===== src/inc/cic_defines.vh =====
// Constants for the interrupt controller: addresses, bit fields, resets, timing
`ifndef CIC_DEFINES_VH
`define CIC_DEFINES_VH

// Special-function-register addresses
`define CIC_ADDR_EN 8'hA8
`define CIC_ADDR_PRIO 8'hB8
`define CIC_ADDR_EIE_A 8'hE6
`define CIC_ADDR_EIE_B 8'hE7
`define CIC_ADDR_EIP_A 8'hF6
`define CIC_ADDR_EIP_B 8'hF7
`define CIC_ADDR_TCTL 8'h88

// Reset values
`define CIC_RST_EN 8'h00
`define CIC_RST_PRIO 8'h00
`define CIC_RST_EXT 8'h00
`define CIC_RST_TCTL 4'h0

// Read-back shaping: unused bits of the base priority register read one,
// unused bits of the second extended registers read zero
`define CIC_PRIO_READ_ONES 8'hC0
`define CIC_EXT_B_MASK 8'h5F

// Enable register fields
`define CIC_EN_GATE_BIT 7
`define CIC_EN_SPARE_BIT 6

// Timer control fields: sense select at 2k, pending flag at 2k+1
`define CIC_TCTL_WIDTH 4

// Source slots
`define CIC_NUM_SLOTS 21
`define CIC_SLOT_W 5
`define CIC_SLOT_EXT0 5'h00
`define CIC_SLOT_EXT1 5'h02

// Vector generation: base plus eight times the slot
`define CIC_VEC_BASE 16'h0003
`define CIC_VEC_PAD 8'h00

// Timing in system clocks
`define CIC_DETECT_CYCLES 1
`define CIC_CALL_CYCLES 4
`define CIC_CNT_W 3

`endif


===== src/hw/cic_arbiter.v =====
// Fixed-order two-level arbiter: high level first, then lowest slot
module cic_arbiter #(
  parameter N = 21,
  parameter SW = 5
) (
  // Requests and their levels
  input wire [N-1:0] req,
  input wire [N-1:0] prio,
  // Winner
  output reg found,
  output reg [SW-1:0] slot,
  output reg level
);

  reg [N-1:0] sel;
  integer i;

  // Scan downward so the lowest set slot is the last to overwrite
  always @* begin
    level = |(req & prio);
    found = |req;
    sel = level ? (req & prio) : req;
    slot = {SW{1'b0}};
    for (i = N - 1; i >= 0; i = i - 1) begin
      if (sel[i]) begin
        slot = i[SW-1:0];
      end
    end
  end

endmodule


===== src/hw/cic_top.v =====
// Interrupt controller top: SFRs, external inputs, arbitration, call sequence
//
// What this block does
// - Twenty sources, each with pending flag and vector
// - Software-set external pending flag acts like hardware event in edge mode only; level mode ignores the write
// - External inputs active low, sense bits 0/2
// - External pending flags are timer control bits 1/3
// - Edge mode: falling edge sets, vectoring clears
// - Level mode: flag follows inverted pin directly
// - External zero vectors 0x0003, order position 0
// - Comparator-one rising: 0x006B, position 13, bit 7
// - ADC0 done: 0x007B, position 15, bit 1
// - ADC2 done: 0x0093, position 18, bit 4
// - High preempts low; nothing preempts high
// - All priority bits reset to low
// - High first, then lowest order position wins
// - Requests sampled and decoded every clock
// - Five clocks minimum: detect one, call four
// - After return, one instruction before next call
// - Equal or lower waits for return plus one
// - Global gate bit 7 overrides all masks
// - Enable bit 6 is a plain software flag
// - Enable bits 5..0 mask six base sources
// - Enable register at 0xA8, resets to zero
// - Flags set regardless of enable; call after instruction
// - Flag still set after return re-requests immediately
// - Priority bit one means high, zero low
`include "cic_defines.vh"

module cic_top #(
  parameter NUM_SLOTS = `CIC_NUM_SLOTS,
  parameter SLOT_W = `CIC_SLOT_W
) (
  // Clock and reset
  input wire clk,
  input wire rstn,
  // Special-function-register port from the core
  input wire [7:0] sfr_addr,
  input wire sfr_wr,
  input wire sfr_rd,
  input wire [7:0] sfr_wdata,
  output reg [7:0] sfr_rdata,
  // External interrupt pins, active low
  input wire external_irq_zero_pin_n,
  input wire external_irq_one_pin_n,
  // Pending flags of on-chip peripherals, one per slot
  input wire [NUM_SLOTS-1:0] src_pending,
  // Core sequencer handshake
  input wire cpu_boundary,
  input wire cpu_reti,
  // Call sequence towards the core
  output reg lcall_active,
  output reg [15:0] irq_vector,
  output reg isr_enter,
  output reg [SLOT_W-1:0] isr_slot,
  // In-service levels: bit 1 high, bit 0 low
  output reg [1:0] in_service
);

  localparam ST_IDLE = 1'b0;
  localparam ST_CALL = 1'b1;
  localparam integer CALL_LAST_I = `CIC_CALL_CYCLES - 1;
  localparam [`CIC_CNT_W-1:0] CALL_LAST = CALL_LAST_I[`CIC_CNT_W-1:0];

  ////////////////////////////////////////////////////////////////////////////
  // Register storage

  reg [7:0] interrupt_enable_register;
  reg [7:0] base_priority_reg;
  reg [7:0] ext_enable_reg_a;
  reg [7:0] ext_enable_reg_b;
  reg [7:0] ext_priority_reg_a;
  reg [7:0] ext_priority_reg_b;
  reg [1:0] edge_select;
  wire [1:0] ext_pending;
  wire [1:0] ext_pin_n;
  wire [1:0] ext_clear;
  wire tctl_wr;

  // Sequencer state
  reg state;
  reg [`CIC_CNT_W-1:0] call_cnt;
  reg call_level;
  reg reti_hold;
  reg win_found;
  reg [SLOT_W-1:0] win_slot;
  reg win_level;

  // Arbiter results
  wire arb_found;
  wire [SLOT_W-1:0] arb_slot;
  wire arb_level;

  wire global_irq_gate;
  wire [NUM_SLOTS-1:0] pend_all;
  wire [NUM_SLOTS-1:0] mask_all;
  wire [NUM_SLOTS-1:0] prio_all;
  wire [NUM_SLOTS-1:0] req_all;
  wire eligible;
  wire take;
  wire [15:0] next_vector;

  // Vector address for a slot: base plus eight times the slot
  function [15:0] slot_vector;
    input [SLOT_W-1:0] s;
    begin
      slot_vector = `CIC_VEC_BASE + {`CIC_VEC_PAD, s, 3'h0};
    end
  endfunction

  assign ext_pin_n = {external_irq_one_pin_n, external_irq_zero_pin_n};
  assign tctl_wr = sfr_wr && (sfr_addr == `CIC_ADDR_TCTL);

  ////////////////////////////////////////////////////////////////////////////
  // Register writes

  // Byte writes; bit-addressed updates arrive as read-modify-write bytes
  always @(posedge clk or negedge rstn) begin
    if (!rstn) begin
      interrupt_enable_register <= `CIC_RST_EN;
      base_priority_reg <= `CIC_RST_PRIO;
      ext_enable_reg_a <= `CIC_RST_EXT;
      ext_enable_reg_b <= `CIC_RST_EXT;
      ext_priority_reg_a <= `CIC_RST_EXT;
      ext_priority_reg_b <= `CIC_RST_EXT;
      edge_select <= 2'h0;
    end else if (sfr_wr) begin
      case (sfr_addr)
        `CIC_ADDR_EN: interrupt_enable_register <= sfr_wdata;
        `CIC_ADDR_PRIO: base_priority_reg <= sfr_wdata & ~`CIC_PRIO_READ_ONES;
        `CIC_ADDR_EIE_A: ext_enable_reg_a <= sfr_wdata;
        `CIC_ADDR_EIE_B: ext_enable_reg_b <= sfr_wdata & `CIC_EXT_B_MASK;
        `CIC_ADDR_EIP_A: ext_priority_reg_a <= sfr_wdata;
        `CIC_ADDR_EIP_B: ext_priority_reg_b <= sfr_wdata & `CIC_EXT_B_MASK;
        `CIC_ADDR_TCTL: edge_select <= {sfr_wdata[2], sfr_wdata[0]};
        default: edge_select <= edge_select;
      endcase
    end
  end

  ////////////////////////////////////////////////////////////////////////////
  // External inputs

  // Same detector for both pins; sense select at 2k, flag at 2k+1
  genvar k;
  generate
    for (k = 0; k < 2; k = k + 1) begin : g_ext
      localparam integer MY_SLOT_I = 2 * k;
      localparam [SLOT_W-1:0] MY_SLOT = MY_SLOT_I[SLOT_W-1:0];
      reg pin_prev;
      reg flag;
      wire fall;
      // Pins are synchronous to clk, so one history bit suffices
      assign fall = pin_prev && !ext_pin_n[k];
      assign ext_clear[k] = isr_enter && (isr_slot == MY_SLOT);
      always @(posedge clk or negedge rstn) begin
        if (!rstn) begin
          pin_prev <= 1'b1;
          flag <= 1'b0;
        end else begin
          pin_prev <= ext_pin_n[k];
          if (!edge_select[k]) begin
            // Level sense: no latching, a released pin drops the flag
            flag <= !ext_pin_n[k];
          end else if (fall) begin
            // Edge wins over a clear in the same cycle
            flag <= 1'b1;
          end else if (tctl_wr) begin
            flag <= sfr_wdata[2*k+1];
          end else if (ext_clear[k]) begin
            flag <= 1'b0;
          end
        end
      end
      assign ext_pending[k] = flag;
    end
  endgenerate

  ////////////////////////////////////////////////////////////////////////////
  // Request formation

  // Slot 19 has no source and is tied off; externals replace slots 0 and 2
  assign pend_all = {src_pending[20], 1'b0, src_pending[18:3],
                     ext_pending[1], src_pending[1], ext_pending[0]};
  // Mask per slot: base enables 5..0, then both extended registers
  assign mask_all = {ext_enable_reg_b[6:0], ext_enable_reg_a,
                     interrupt_enable_register[5:0]};
  // One means high priority for every slot
  assign prio_all = {ext_priority_reg_b[6:0], ext_priority_reg_a,
                     base_priority_reg[5:0]};
  // Spare flag (bit 6) deliberately feeds nothing
  assign global_irq_gate = interrupt_enable_register[`CIC_EN_GATE_BIT];
  // Pending flags exist regardless of enables; only requests are gated
  assign req_all = pend_all & mask_all & {NUM_SLOTS{global_irq_gate}};

  cic_arbiter #(
    .N(NUM_SLOTS),
    .SW(SLOT_W)
  ) u_arb (
    .req(req_all),
    .prio(prio_all),
    .found(arb_found),
    .slot(arb_slot),
    .level(arb_level)
  );

  // Detect stage: winner registered every clock, costing one cycle
  always @(posedge clk or negedge rstn) begin
    if (!rstn) begin
      win_found <= 1'b0;
      win_slot <= {SLOT_W{1'b0}};
      win_level <= 1'b0;
    end else begin
      win_found <= arb_found;
      win_slot <= arb_slot;
      win_level <= arb_level;
    end
  end

  ////////////////////////////////////////////////////////////////////////////
  // Call sequencer

  // High may interrupt low only; equal level waits for the return
  assign eligible = win_found &&
    (win_level ? !in_service[1] : (in_service == 2'b00));
  // Taken only at an instruction boundary, not in the slot after return,
  // and not during the entry pulse, before in-service has caught up
  assign take = (state == ST_IDLE) && eligible && cpu_boundary &&
    !isr_enter && !reti_hold && !cpu_reti;
  assign next_vector = slot_vector(win_slot);

  // Four-cycle call then entry pulse; the commit is not revoked mid-call
  always @(posedge clk or negedge rstn) begin
    if (!rstn) begin
      state <= ST_IDLE;
      call_cnt <= {`CIC_CNT_W{1'b0}};
      call_level <= 1'b0;
      lcall_active <= 1'b0;
      irq_vector <= 16'h0000;
      isr_enter <= 1'b0;
      isr_slot <= {SLOT_W{1'b0}};
    end else begin
      isr_enter <= 1'b0;
      case (state)
        ST_IDLE: begin
          if (take) begin
            state <= ST_CALL;
            call_cnt <= {`CIC_CNT_W{1'b0}};
            call_level <= win_level;
            lcall_active <= 1'b1;
            irq_vector <= next_vector;
            isr_slot <= win_slot;
          end
        end
        ST_CALL: begin
          if (call_cnt == CALL_LAST) begin
            state <= ST_IDLE;
            lcall_active <= 1'b0;
            isr_enter <= 1'b1;
          end else begin
            call_cnt <= call_cnt + 1'b1;
          end
        end
        default: begin
          state <= ST_IDLE;
          lcall_active <= 1'b0;
        end
      endcase
    end
  end

  ////////////////////////////////////////////////////////////////////////////
  // In-service tracking and return handling

  // A return closes the highest open level, then blocks one boundary so
  // exactly one instruction runs before any further call
  always @(posedge clk or negedge rstn) begin
    if (!rstn) begin
      in_service <= 2'b00;
      reti_hold <= 1'b0;
    end else begin
      if (isr_enter) begin
        if (call_level) begin
          in_service[1] <= 1'b1;
        end else begin
          in_service[0] <= 1'b1;
        end
      end else if (cpu_reti) begin
        if (in_service[1]) begin
          in_service[1] <= 1'b0;
        end else begin
          in_service[0] <= 1'b0;
        end
      end
      if (cpu_reti) begin
        reti_hold <= 1'b1;
      end else if (cpu_boundary) begin
        reti_hold <= 1'b0;
      end
    end
  end

  ////////////////////////////////////////////////////////////////////////////
  // Register reads

  // Registered read data, valid the cycle after sfr_rd; unmapped reads zero
  always @(posedge clk or negedge rstn) begin
    if (!rstn) begin
      sfr_rdata <= 8'h00;
    end else if (sfr_rd) begin
      case (sfr_addr)
        `CIC_ADDR_EN: sfr_rdata <= interrupt_enable_register;
        `CIC_ADDR_PRIO: sfr_rdata <= base_priority_reg | `CIC_PRIO_READ_ONES;
        `CIC_ADDR_EIE_A: sfr_rdata <= ext_enable_reg_a;
        `CIC_ADDR_EIE_B: sfr_rdata <= ext_enable_reg_b;
        `CIC_ADDR_EIP_A: sfr_rdata <= ext_priority_reg_a;
        `CIC_ADDR_EIP_B: sfr_rdata <= ext_priority_reg_b;
        `CIC_ADDR_TCTL: sfr_rdata <= {4'h0, ext_pending[1], edge_select[1],
                                      ext_pending[0], edge_select[0]};
        default: sfr_rdata <= 8'h00;
      endcase
    end
  end

endmodule


===== config.mk =====
export PLATFORM = sky130hd
export DESIGN_NAME = cic_top
export DESIGN_NICKNAME = d
export VERILOG_FILES = /design/src/hw/cic_arbiter.v /design/src/hw/cic_top.v
export VERILOG_INCLUDE_DIRS = /design/src /design/src/inc
export SDC_FILE = /design/constraint.sdc
export NUM_CORES = 1
export LEC_CHECK = 0
export BUFFER_PORTS_ARGS = -buffer_cell sky130_fd_sc_hd__buf_2
export CORE_ASPECT_RATIO = 1.5
export CORE_MARGIN = 3
export CORE_UTILIZATION = 30
export CTS_CLUSTER_SIZE = 25
export DETAILED_ROUTE_END_ITERATION = 10
export PLACE_DENSITY = 0.56
export SETUP_SLACK_MARGIN = 0.5
export SLEW_MARGIN = 20
export SYNTH_ARGS = -nofsm -noshare
export SYNTH_HDL_FRONTEND = slang
export SYNTH_SLANG_ARGS = --single-unit

===== constraint.sdc =====
create_clock -name clk -period 5.5 [get_ports clk]
set_clock_uncertainty 0.15 [all_clocks]
set_input_delay 0.55 -clock clk [delete_from_list [all_inputs] [get_ports clk]]
set_output_delay 0.55 -clock clk [all_outputs]
set_load 0.03 [all_outputs]

==> metrics.cfg <==
[finish]
utilization_pct = 36.2
areaGrowthSynthToFinish_pct = 15.9
final_layout_size_suffix_gt1_share_pct = 32.4
insertedDiodeCount = 0
final_cell_mix = dfrtp_1, buf_2, mux2_2, nand4_1, o21ai_0
layout_commonest_cell = dfrtp_1
final_nets = 500

[place]
place.gp.congestion = 0.892
hpwl_mm = 9.42
numPortBuffers = 65

[timing]
rsz0062_at_grt = no
fmax_mhz = 301
min_period_ns = 3.32
fin_tns_setup_ns = 0
finalSetupViolCount = 0
period_share_pct = 60.3
max_slew_margin_pct = 42.0
worst_slew_pin_slew_ns = 0.870
hold_viol = 0
slew_viol_final = 0

[global_route]
first_global_vias = 3479
grt_usage_pct = 16.0
overflow = 0
antenna_found_initial = 0
grt_pass1_wl_mm = 19.8
grt_max_degree = 80

[setup_path]
timing.rr.start = interrupt_enable_register[7]
cpMostUsedCell = o2111ai_1
r2r.worst_path.cells = 9
crit_family = simple AND/OR/NAND/NOR gates
worst_setup_path_end_kind = flip-flop
worstPathMaxFanout = 41
worstSetupPathDepth = 9
reg2reg_slack_ns = 2.18
worstPathCellList = buf_4 -> nand4_1 -> o2111ai_1 -> nor4_1 -> and2_1 -> o21ai_0 -> o2111ai_1 -> a31oi_1 -> o41ai_2
cp_slowest_cell = and2_1
worstPathArrival_ns = 3.40
path_buf_inv = 1
worstSetupPathType = reg2reg
cpPeakStageDelay_ns = 0.75
r2r-end = win_slot[0]
startpoint_type = flip-flop
cp.required_ns = 5.58

[synth]
synth_seq_area_share_pct = 46.1
synth_top_cell_by_area = dfrtp_1
async_reset_ff_share_pct = 100
synth_mux_area_share_pct = 17.4
synth-compound-area-share_pct = 14.8
synth_area_per_cell_um2 = 10.7
synth_top_family_by_area = multiplexers
synth_warnings = 0
synthAdderAreaFrac_pct = 0.583
synth_edf_count = 0
synth-seq-cells = 79
synth_xor_area_share_pct = 0
synthTopCellsByArea = dfrtp_1, mux2_2, nand4_1
synth.cell_area_um2 = 4290
synth_top_area_share_pct = 44.9
yosys.area_share.simple_pct = 14.5
synthDistinctLibCells = 60
yosys_most_used_dff = dfrtp_1
syn_inst = 400

[route]
ant_nets = 0
routedWlPerCell_um = 19.1
drt_pre_antenna_iters = 4
route.met3.wl_um = 512
met1_length_mm = 4.93
route.met2.wl_mm = 6.64
top_layer = met4
drt_iter0_markers = 211
drc_errors = 0
drt_wl_total_mm = 12.4
via_per_inst = 5.27
via_count = 3404

[clock_tree]
cts_sinks = 79
cts-resized-gates = 0
clock_latency_ns = 0.34
ctsHoldBuffers = 0
postCtsSetupRepairBufs = 0
cts_buffer_depth = 2
h-tree-depth = 3
cts_root_buffer = clkbuf_16
cts_tree = yes
numCtsBuffers = 9
clk_pin_slew_worst_paths_ns = 0.06

[floorplanning]
std_cell_rows = 52
start_util_pct = 31.3
fp.dieH_um = 152
io_pins = 78
fp.dieW_um = 104
die_area_um2 = 15800
core_area_um2 = 13700

[worst_hold_path]
hold_class = in2async

[power_and_ir_drop]
p_leak_uw = 0.00241
ir_worst_vdd_mv = 0.143
power.density_nw_per_um2 = 262

[flow_run]
drv_cap = 0

[outcome]
status = completed

synth_stat cells, drive strengths merged (2+ instances only):
cell	instances
nor4b	2
o2111ai	8
nor2	19
dfrtp	77
o21ai	25
a21oi	12
o22ai	14
and3	17
nand3	13
nand2b	5
mux4	3
nor4	5
and3b	3
nand2	16
mux2	54
inv	19
ha	2
a32oi	3
and2	4
or2	2
nand3b	2
dfstp	2
o21a	4
buf	22
a31oi	7
mux2i	7
a22o	4
nand4	20
o31ai	2
clkbuf	10
how the worst max path moves through the flow:
| stage | start | to |
|---|---|---|
| 4_1_cts | interrupt_enable_register[7] | win_slot[0] |
| 2_1_floorplan | sfr_addr[0] | interrupt_enable_register[1] |
| 5_1_grt | interrupt_enable_register[7] | win_slot[0] |
| 6_report | interrupt_enable_register[7] | win_slot[0] |
| 3_5_place_dp | src_pending[18] | win_slot[0] |
| 3_3_place_gp | interrupt_enable_register[7] | win_slot[0] |
final cells by class:
type | count | area, um2
multi-input combinational | 278 | 2060
sequential | 79 | 1980
fill | 1396 | 8760
timing repair buffer | 66 | 339
clock inverter | 3 | 17.5
inverter | 19 | 71.3
tap | 189 | 236
clock buffer | 12 | 267
stage by stage:
step | power [uW] | worst slack (ns) | instances | hold slack (ns) | area (um2)
6_report | 1300 | 2.18 | 646 | 0.0791 | 4970
2_1_floorplan | 691 | 2.99 | 408 | 0.104 | 4320
3_5_place_dp | 741 | 2.21 | 631 | 0.314 | 4680
4_1_cts | 1320 | 2.19 | 646 | 0.170 | 4970
3_3_place_gp | 738 | 2.25 | 631 | 0.301 | 4680
5_1_grt | 1360 | 1.90 | 646 | 0.148 | 4970
where the power goes:
part / switching (uW) / total [uW] / internal (uW) / leakage, uW
Clock: 232 / 571 / 338 / 0.000140
Combinational: 66.0 / 106 / 40.0 / 0.00121
Sequential: 22.0 / 625 / 603 / 0.00107
cell families (layout without fill, tap and decap cells):
logic type                 Yosys count  after routing
AOI/OAI and AO/OA                   92             92
adders and majority gates            2              2
buffers and inverters               51            100
DFF                                 79             79
muxes                               64             64
other                                1              9
and+or+nand+nor                    111            111
per-layer routing:
| metal | track usage, % | vias to the layer above |
|---|---|---|
| met5 | 0 | - |
| met4 | 5.64 | 0 |
| met3 | 3.31 | 18 |
| met2 | 29.5 | 95 |
| met1 | 18.2 | 1696 |
| li1 | - | 1595 |
(Power assumes the default switching activity.)
